`config.mk`:
```
export PLATFORM = sky130hd
export DESIGN_NAME = pes_regs
export DESIGN_NICKNAME = d
export VERILOG_FILES = /design/src/verilog/pes_pkg.sv /design/src/verilog/pes_sync.sv /design/src/verilog/pes_regs.sv
export SDC_FILE = /design/constraint.sdc
export NUM_CORES = 1
export LEC_CHECK = 0
export BUFFER_PORTS_ARGS = -buffer_cell sky130_fd_sc_hd__buf_2
export CAP_MARGIN = 5
export CORE_ASPECT_RATIO = 1.25
export CORE_UTILIZATION = 35
export CTS_CLUSTER_DIAMETER = 40
export DETAILED_ROUTE_END_ITERATION = 16
export PLACE_DENSITY = 0.54
export SLEW_MARGIN = 20
export SYNTH_ARGS = -nofsm -noshare
export SYNTH_HDL_FRONTEND = slang
export SYNTH_SLANG_ARGS = --single-unit
```
`constraint.sdc`:
```
create_clock -name i_clk -period 3.8 [get_ports i_clk]
set_input_delay 0.38 -clock i_clk [delete_from_list [all_inputs] [get_ports i_clk]]
set_output_delay 0.38 -clock i_clk [all_outputs]
set_load 0.02 [all_outputs]
```
`src/verilog/pes_pkg.sv`:
```
// Purpose: shared constants for the power event status register bank
// Assumes: byte-wide system I/O access at offsets inside a 24-byte block
// Notes: offsets, status flag bit positions, the status reset value and the override timing figures live here
package pes_pkg;
    // ==========================================================
    // register map
    localparam int PES_ADDR_W = 5;                            // 24-byte block
    localparam logic [4:0] PES_OFS_STATUS_TWO = 5'h01;        // power_event_status_two
    localparam logic [4:0] PES_OFS_ENABLE_ONE = 5'h02;        // power_event_enable_one
    localparam logic [7:0] PES_STATUS_RESET = 8'h00;
    localparam logic [7:0] PES_ENABLE_ONE_VALUE = 8'h00;      // every bit reserved
    // ==========================================================
    // status bit positions
    localparam int PES_BIT_BUTTON = 0;
    localparam int PES_BIT_ALARM = 2;
    localparam int PES_BIT_OVERRIDE = 3;
    localparam int PES_BIT_WAKE = 7;
    // ==========================================================
    // override hold timing, counted in slow real-time-clock ticks
    localparam int PES_OVR_HOLD_MS = 4000;                    // four seconds
    localparam int PES_RTC_HZ = 32768;
    localparam int PES_OVR_TICKS = PES_OVR_HOLD_MS * (PES_RTC_HZ / 1000) + 
        (PES_OVR_HOLD_MS * (PES_RTC_HZ % 1000)) / 1000;
    localparam int PES_CNT_W = 18;
    // ==========================================================
    // power state of the machine as seen by the power-on output
    typedef enum logic [0:0] {PES_OFF, PES_ON} pes_pwr_e;
endpackage

```
`src/verilog/pes_sync.sv`:
```
// Purpose: two flip-flop synchroniser for asynchronous level inputs
// Assumes: inputs are slow levels compared with i_clk
// Notes: the first stage feeds only the second stage
`timescale 1ns/1ps
module pes_sync #(
    parameter int WIDTH = 1
) (
    // clock and reset
    input wire logic i_clk,
    input wire logic i_rst_b,
    // data
    input wire logic [WIDTH-1:0] i_d,
    output logic [WIDTH-1:0] o_q
);
    logic [WIDTH-1:0] meta_ff; // first stage, read only by o_q

    // ==========================================================
    // two-stage capture; no enable so a frozen block still sees fresh pins
    always_ff @(posedge i_clk or negedge i_rst_b) begin
        if (!i_rst_b) begin
            meta_ff <= '0;
            o_q <= '0;
        end else begin
            meta_ff <= i_d;
            o_q <= meta_ff;
        end
    end
endmodule // pes_sync

```
`src/verilog/pes_regs.sv`:
```
// Purpose: power event status register two and enable register one
// Assumes: I/O strobes are one-cycle pulses on i_clk; enables come from
//          neighbouring control registers as same-clock levels
// Notes: the power-on output is open drain and active low
//
// Function
// - button press always sets button status
// - working state: button status and enable raise SCI
// - powered off: button press always wakes machine
// - hardware sets flags; write one clears
// - four-second hold: override flag, power off
// - alarm sets alarm flag; SCI when enabled
// - remembered alarm sets flag without standby power
// - power-on falling edge while sleeping sets wake
// - select set: enabled wake events set wake
// - wake clears only while power-on low
// - wake flag set moves system to working
// - reserved bits and enable one read zero
`timescale 1ns/1ps
module pes_regs
    import pes_pkg::*;
#(
    parameter int OVR_TICKS = PES_OVR_TICKS // shorten for simulation
) (
    // clock, reset, enable
    input wire logic i_clk,
    input wire logic i_rst_b,
    input wire logic i_ce,
    // system I/O access
    input wire logic [PES_ADDR_W-1:0] i_io_addr,
    input wire logic i_io_rd,
    input wire logic i_io_wr,
    input wire logic [7:0] i_io_wdata,
    output logic [7:0] o_io_rdata,
    // pins and slow clock
    input wire logic i_button_in,
    input wire logic i_clk_32k,
    input wire logic i_rtc_alarm,
    input wire logic i_standby_ok,
    // enables and sleep controls from neighbouring registers
    input wire logic i_power_button_enable,
    input wire logic i_alarm_sci_enable,
    input wire logic i_alarm_memory_enable,
    input wire logic i_override_enable,
    input wire logic i_wake_source_select,
    input wire logic i_wake_event,
    input wire logic i_sleeping,
    input wire logic i_enter_soft_off,
    // outputs
    output logic o_sci,
    output logic o_resume,
    output logic o_power_on_request_n_o,
    output logic o_power_on_request_n_oe
);
    // ==========================================================
    // reset release and pin synchronisers
    logic [1:0] rst_sync_ff;  // reset release pipeline
    logic rst_n;              // released reset used everywhere
    logic [2:0] pin_s;        // synchronised button, slow clock, alarm
    logic btn_s;
    logic clk32_s;
    logic alarm_s;

    // reset asserts at once, releases two edges later
    always_ff @(posedge i_clk or negedge i_rst_b) begin
        if (!i_rst_b) begin
            rst_sync_ff <= 2'h0;
        end else begin
            rst_sync_ff <= {rst_sync_ff[0], 1'b1};
        end
    end
    assign rst_n = rst_sync_ff[1];

    pes_sync #(.WIDTH(3)) u_sync (
        .i_clk(i_clk),
        .i_rst_b(rst_n),
        .i_d({i_rtc_alarm, i_clk_32k, i_button_in}),
        .o_q(pin_s)
    );
    assign btn_s = pin_s[0];
    assign clk32_s = pin_s[1];
    assign alarm_s = pin_s[2];

    // ==========================================================
    // state
    logic btn_d_ff;                // previous button level
    logic clk32_d_ff;              // previous slow clock level
    logic alarm_d_ff;              // previous alarm level
    logic [PES_CNT_W-1:0] hold_ff; // override hold count in slow ticks
    logic ovr_done_ff;             // override already fired for this hold
    logic [7:0] sts_ff;            // status register two
    pes_pwr_e pwr_ff;              // machine power state
    logic resume_ff;               // pulse: system sent to working
    logic [7:0] rdata_ff;          // read data holding register

    // ==========================================================
    // decode
    function automatic logic hit(input logic [PES_ADDR_W-1:0] a,
                                 input logic [PES_ADDR_W-1:0] ofs);
        hit = (a == ofs);
    endfunction

    logic wr_sts;       // write to status register two
    logic [7:0] clr_w1; // write-one-to-clear mask, reserved bits ignored
    logic btn_rise;     // button became asserted
    logic tick32;       // slow clock rising edge
    logic alarm_rise;   // alarm event
    logic sleeping;     // sleeping or soft-off
    logic ovr_fire;     // hold reached four seconds
    logic pon_fall;     // power-on output about to go low
    logic wake_set;     // wake flag set this cycle
    logic wake_clr_ok;  // wake flag clearable now
    logic alarm_set;    // alarm flag set this cycle
    logic [7:0] nxt_sts;
    pes_pwr_e nxt_pwr;
    logic [7:0] rd_mux;

    assign wr_sts = i_io_wr && hit(i_io_addr, PES_OFS_STATUS_TWO);
    // software is expected to write zeros into reserved positions
    assign clr_w1 = wr_sts ? (i_io_wdata & 8'h8D) : 8'h00;
    assign btn_rise = btn_s && !btn_d_ff;
    assign tick32 = clk32_s && !clk32_d_ff;
    assign alarm_rise = alarm_s && !alarm_d_ff;
    assign sleeping = (pwr_ff == PES_OFF) || i_sleeping;
    // one hardware firing per hold; ovr_done_ff blocks refiring while the count sits at the limit
    assign ovr_fire = i_override_enable && btn_s && !ovr_done_ff &&
        (hold_ff >= PES_CNT_W'(OVR_TICKS));
    // a press or enabled wake event turns the machine back on
    assign pon_fall = (pwr_ff == PES_OFF) && !ovr_fire &&
        (btn_rise || i_wake_event);
    assign wake_set = pon_fall ||
        (i_wake_source_select && sleeping && i_wake_event);
    assign wake_clr_ok = (pwr_ff == PES_ON);
    // without standby power the alarm only counts when remembered
    assign alarm_set = alarm_rise &&
        (i_standby_ok || i_alarm_memory_enable);

    // ==========================================================
    // next status: set beats clear in the same cycle
    always_comb begin
        nxt_sts = sts_ff & ~clr_w1;
        if (ovr_fire) begin
            nxt_sts[PES_BIT_BUTTON] = 1'b0;
            nxt_sts[PES_BIT_OVERRIDE] = 1'b1;
        end
        if (btn_rise) begin
            nxt_sts[PES_BIT_BUTTON] = 1'b1;
        end
        if (alarm_set) begin
            nxt_sts[PES_BIT_ALARM] = 1'b1;
        end
        if (!wake_clr_ok) begin
            nxt_sts[PES_BIT_WAKE] = sts_ff[PES_BIT_WAKE];
        end
        if (wake_set) begin
            nxt_sts[PES_BIT_WAKE] = 1'b1;
        end
        nxt_sts[6:4] = 3'h0;
        nxt_sts[1] = 1'b0;
    end

    // ==========================================================
    // power state machine: override and soft-off entry turn off, wake turns on
    always_comb begin
        case (pwr_ff)
            PES_ON: begin
                if (ovr_fire || i_enter_soft_off) begin
                    nxt_pwr = PES_OFF;
                end else begin
                    nxt_pwr = PES_ON;
                end
            end
            PES_OFF: begin
                nxt_pwr = wake_set ? PES_ON : PES_OFF;
            end
            default: begin
                nxt_pwr = PES_OFF;
            end
        endcase
        if (wake_set && !ovr_fire) begin
            nxt_pwr = PES_ON;
        end
    end

    // ==========================================================
    // read path; unmapped offsets read zero
    assign rd_mux = hit(i_io_addr, PES_OFS_STATUS_TWO) ? sts_ff :
        hit(i_io_addr, PES_OFS_ENABLE_ONE) ? PES_ENABLE_ONE_VALUE : 8'h00;

    // ==========================================================
    // edge history and override hold counter
    always_ff @(posedge i_clk or negedge rst_n) begin
        if (!rst_n) begin
            btn_d_ff <= 1'b0;
            clk32_d_ff <= 1'b0;
            alarm_d_ff <= 1'b0;
            hold_ff <= '0;
            ovr_done_ff <= 1'b0;
        end else if (i_ce) begin
            btn_d_ff <= btn_s;
            clk32_d_ff <= clk32_s;
            alarm_d_ff <= alarm_s;
            // restart on release; saturate so a long hold cannot wrap
            if (!btn_s) begin
                hold_ff <= '0;
                ovr_done_ff <= 1'b0;
            end else begin
                if (tick32 && (hold_ff < PES_CNT_W'(OVR_TICKS))) begin
                    hold_ff <= hold_ff + 1'b1;
                end
                if (ovr_fire) begin
                    ovr_done_ff <= 1'b1;
                end
            end
        end
    end

    // status, power state, read data
    always_ff @(posedge i_clk or negedge rst_n) begin
        if (!rst_n) begin
            sts_ff <= PES_STATUS_RESET;
            pwr_ff <= PES_OFF;
            resume_ff <= 1'b0;
            rdata_ff <= 8'h00;
        end else if (i_ce) begin
            sts_ff <= nxt_sts;
            pwr_ff <= nxt_pwr;
            resume_ff <= wake_set;
            if (i_io_rd) begin
                rdata_ff <= rd_mux;
            end
        end
    end

    // ==========================================================
    // outputs
    assign o_io_rdata = rdata_ff;
    assign o_resume = resume_ff;
    // SCI only in the working state; alarm SCI follows its own enable
    assign o_sci = !sleeping &&
        ((sts_ff[PES_BIT_BUTTON] && i_power_button_enable) ||
         (sts_ff[PES_BIT_ALARM] && i_alarm_sci_enable));
    // open drain: pull low while on, float while off
    assign o_power_on_request_n_o = 1'b0;
    assign o_power_on_request_n_oe = (pwr_ff == PES_ON);
endmodule // pes_regs

```
---- Word level (Yosys, flattened, before mapping) ----
Index checks and enable logic that the tools add are counted.
word-level totals
  flip-flop bits (word level) ............. 44
  memory bits (writable) .................. 0
  latch bits .............................. 0
  ROM bits ................................ 0
  memories kept ........................... 0
  word-level logic and storage cells ...... 72
  input port bits ......................... 30
  output and inout bits ................... 12
cells by class
  reductions and logical operators ........ 34
  add/subtract/negate cells ............... 1
  shifts and indexed selects .............. 0
  equal/unequal tests ..................... 3
  $mul .................................... 0
  mux-type cells .......................... 16
  $lt $le $gt $ge ......................... 2
  divide/modulo/power cells ............... 0
  bitwise gates (word level) .............. 3
operators with widths
  kind                   count
  $mux 18                2
  $add 18x1->18 const B  1
  $ge 18x18->1 const B   1
  $lt 18x18->1 const B   1
  $logic_and 1x1->1      17
  $mux 8                 2
  $mux 1                 11
  $and 8x8->8            1
  $not 8->8              1
  $reduce_and 2->1       4
  $logic_not 1->1        6
  $logic_or 1x1->1       6
  $eq 5x1->1 const B     1
  $ne 2x2->1 const B     2
  $pmux 1 s2             1
  $reduce_bool 2->1      1
  $not 1->1              1

---- Logic depth before layout (Yosys ltp) ----
  word-level depth ........................ 10
  depth in mapped cells ................... 6
  gate-level depth less buffers ........... 4

---- By module ----
A second synthesis with hierarchy kept.
unflattened totals
  cells, all modules ...................... 191
  area total of the unflattened synthesis .. 1884.3 um^2
by module, submodules not included
  module    area each (um^2)  sequential area each (um^2)  cells each  instances
  pes_regs  1734.2            850.8                        185         1
  pes_sync  150.1             150.1                        6           1

---- Worst setup path after synthesis ----
No wires, ideal clock.
  path kind ............................... reg2reg
  start point ............................. register clk32_d_ff
  end point ............................... register hold_ff[16]
  setup slack ............................. 2140 ps
  data required time ...................... 3723 ps
  cell stages (with the launch flop) ...... 7
  data arrival time ....................... 1583 ps
  buffers on the path ..................... 2
  library setup time ...................... 77 ps
  clock period less this slack ............ 1660 ps
  cell sequence ........................... dfrtp_1 > and4bb_1 > buf_6 > o211ai_4 > buf_6 > or4_1 > a21oi_1
on the way
  longest elaborated chain between the ends .. 5
ends and longest elaborated chain
  element                     line             text
  from (decl)                 pes_regs.sv:87   logic clk32_d_ff;
  from (signal assigned)      pes_regs.sv:201  clk32_d_ff <= clk32_s;
  $logic_not 1->1             pes_regs.sv:122  assign tick32 = clk32_s && !clk32_d_ff;
  $logic_and 1x1->1           pes_regs.sv:122
  $logic_and 1x1->1           pes_regs.sv:208  if (tick32 && (hold_ff < PES_CNT_W'(OVR_TICKS))) begin
  $ne 2x2->1 (no line)        --
  $reduce_and 2->1 (no line)  --
  to (signal assigned)        pes_regs.sv:209  hold_ff <= hold_ff + 1'b1;
  to (decl)                   pes_regs.sv:89   logic [PES_CNT_W-1:0] hold_ff;
No other way between the ends.
A chain may end at the register's enable or synchronous reset.

---- Final worst setup path ----
  start point ............................. register u_sync.o_q[0]
  end point ............................... register hold_ff[14]
on the way
  longest elaborated chain between the ends .. 2
  elaborated cells on any way between the ends .. 3
  those cells by class .................... eq/ne (1); mux (1); reduce/logical (1)
ends and longest elaborated chain
  element                     line            text
  from (decl)                 pes_sync.sv:13  output logic [WIDTH-1:0] o_q
  from (signal assigned)      pes_sync.sv:25  o_q <= meta_ff;
  $ne 2x2->1 (no line)        --
  $reduce_and 2->1 (no line)  --
Several ways; a longest one is shown, not always the timed one.

==> impl_metrics.toml <==
[power]
ir_worst_vdd_mv = 0.3186
total_leakage_power_nw = 0.9556
finalPower_w = 0.0009081
power_density_nw_per_um2 = 409.1

[final_layout]
layout-drive-gt1-share = 0.2172
layout_commonest_cell = "dfrtp_1"
n_antenna_cell = 0
final_cell_mix = "dfrtp_1 (40), buf_2 (32), nand2_1 (21)"
n_fill_cell = 524
nets = 252
area_growth_pct = 16.25
instances_no_fill = 283

[logic_synthesis]
synth_edf_count = 0
syn_area_um2 = 1909
syn_avg_cell_area_um2 = 10.32
synth_flop_cell = "dfrtp_1"
yosysWarnings = 0
yosysSeqAreaShare = 0.5242
synth_cells = 185
ys_async_sr_fraction = 1.000
ys_ff_latch = 40
synth_cell_types = 43

[sta]
hold_viol_final = 0
holdWs_ns = 0.1907
drv_slew = 0
min_period_over_period = 0.5181
setup_ws_ns = 1.831
clock.fmax_ghz = 0.5079
setup_viol = 0
relSlewSlack = 0.4929
rsz0062_at_grt = "no"
worst_pin_slew_ns = 0.7606
finClkSkew_ns = 0.006726
period_minus_slack_ns = 1.969
setup_tns_ns = 0

[grt]
grt_usage = 0.1387
gr-total-overflow = 0
grt_pass1_wl_mm = 6.003
grt_start_max_net_pins = 21
antenna_found_initial = 0
grt_pass1_vias = 1366

[critical_path]
cp-start-kind = "flop"
cp.required_ns = 4.02
cp_max_fo = 14
worstSetupPathType = "flop to flop"
arrival_ns = 2.19
cp-end-kind = "flop"

[clock_network]
root_buffer = "clkbuf_8"
cts_tree = "done"
cts_buffer_depth = 2
cts_setup_buffers = 0
path_clk_slew_ns = 0.08
cts_sinks = 40
cts_resized = 0
clkLatencyLatePin_ns = 0.29
htree_levels = 2
cts-buffers-inserted = 5

[placed_design]
dpl.hpwl_mm = 2.657
gp_congestion = 0.7380
pre_cts_ws_ns = 1.561
port_buffers = 32
dp.cells = 274

[run_status]
status = "complete, no violations"

[detailed_routing]
first_iter_violations = 44
drt-pass1-iter-count = 4
wl_per_cell_um = 12.88
viasPerCell = 5.078
totalWireLength_mm = 3.645
drcViolationCount = 0
ant_nets = 0
vias = 1437

[floorplan]
initial_utilization = 0.3706
fp-row-count = 29
die_x_um = 68.06
die_h_um = 84.58
top_level_ports = 42
dieArea_um2 = 5756
core_um2 = 5152

[run]
cap_viol_max_count = 0

[hold_path]
hold_class = "primary input to flop"
-- per-stage QoR --
step	cell area [um^2]	util
after floorplan	1924	-
after global placement	2095	0.4065
after detailed placement	2095	0.4065
after CTS	2220	0.4308
after global routing	2220	0.4308
final	2220	0.4308
-- Yosys cell counts (3+ instances only) --
library cell | instances | share of area
dfrtp_1 | 40 | 0.52
nand2_1 | 21 | 0.041
a21oi_1 | 11 | 0.029
nor2_1 | 11 | 0.022
o21ai_0 | 10 | 0.026
nand4_1 | 8 | 0.026
buf_4 | 7 | 0.028
nand3_1 | 7 | 0.018
inv_1 | 5 | 0.0098
o21ai_1 | 5 | 0.013
xor2_1 | 5 | 0.023
nand2b_1 | 4 | 0.013
o31ai_1 | 4 | 0.016
or4_1 | 4 | 0.016
mux2_2 | 3 | 0.018
or3_1 | 3 | 0.0098
-- power breakdown --
part	internal (W)	leakage, nW	switching (W)
Clock	0.000198	0.0548	0.000152
Combinational	0.0000380	0.387	0.0000562
Sequential	0.000444	0.514	0.0000203
-- state kept, by name (all words and copies together), names as in the netlist --
name / flops
alarm_d_ff: 1
u_sync.meta_ff: 3
ovr_done_ff: 1
clk32_d_ff: 1
o_power_on_request_n_oe: 1
sts_ff: 4
o_io_rdata: 4
btn_d_ff: 1
rst_sync_ff: 2
o_resume: 1
u_sync.o_q: 3
hold_ff: 18
-- critical path: stages (launching register included) --
cell      delay [ns]
dfrtp_1         0.44
and2b_1         0.36
buf_4           0.26
o211ai_4        0.16
or4_1           0.52
a21oi_1         0.15
-- what timing repair did --
action	4_1_cts	5_1_grt
hold endpoints to repair	2	0
endpoints found under the setup margin	0	0
hold buffers	1	0
-- layer usage --
| layer | up-vias | global-route usage | routed length (um) |
|---|---|---|---|
| met5 | - | 0 | 0 |
| met4 | 0 | 0.04924 | 38 |
| met3 | 4 | 0.04484 | 137 |
| met2 | 29 | 0.2175 | 1783 |
| met1 | 676 | 0.1755 | 1686 |
| li1 | 728 | - | - |
-- final cells by class --
class / count / area [um^2] / share of cell area
clock buffer: 5 / 68.82 / 0.03100
clock inverter: 3 / 46.29 / 0.02086
inverter: 5 / 18.77 / 0.008455
multi-input combinational: 133 / 822.0 / 0.3703
sequential: 40 / 1001 / 0.4510
tap: 62 / 77.57 / 0.03495
timing repair buffer: 35 / 185.2 / 0.08343
-- worst paths after layout --
check	from	endpoint	slack (ns)	depth (start not counted)
max reg2reg	u_sync.o_q[0]	hold_ff[14]	1.83	5
min in group asynchronous	rst_sync_ff[1]	sts_ff[2]	0.32	0
max in group asynchronous	rst_sync_ff[1]	hold_ff[9]	2.73	1
min reg2reg	rst_sync_ff[1]	sts_ff[2]	0.32	0
min	i_button_in	u_sync.meta_ff[0]	0.19	1
max	u_sync.o_q[0]	hold_ff[14]	1.83	5
-- kinds of logic (layout without fill, tap and decap cells) --
family | Yosys count | count (layout) | synth area share
other | 2 | 6 | 0.003933
buffers and inverters | 16 | 48 | 0.05308
xor gates and xnor gates | 7 | 7 | 0.03211
AOI/OAI and AO/OA | 41 | 41 | 0.1402
muxes | 3 | 3 | 0.01769
DFF | 40 | 40 | 0.5242
adders and majority gates | 2 | 2 | 0.01310
and+or+nand+nor | 74 | 74 | 0.2156
(Power assumes the default switching activity.)
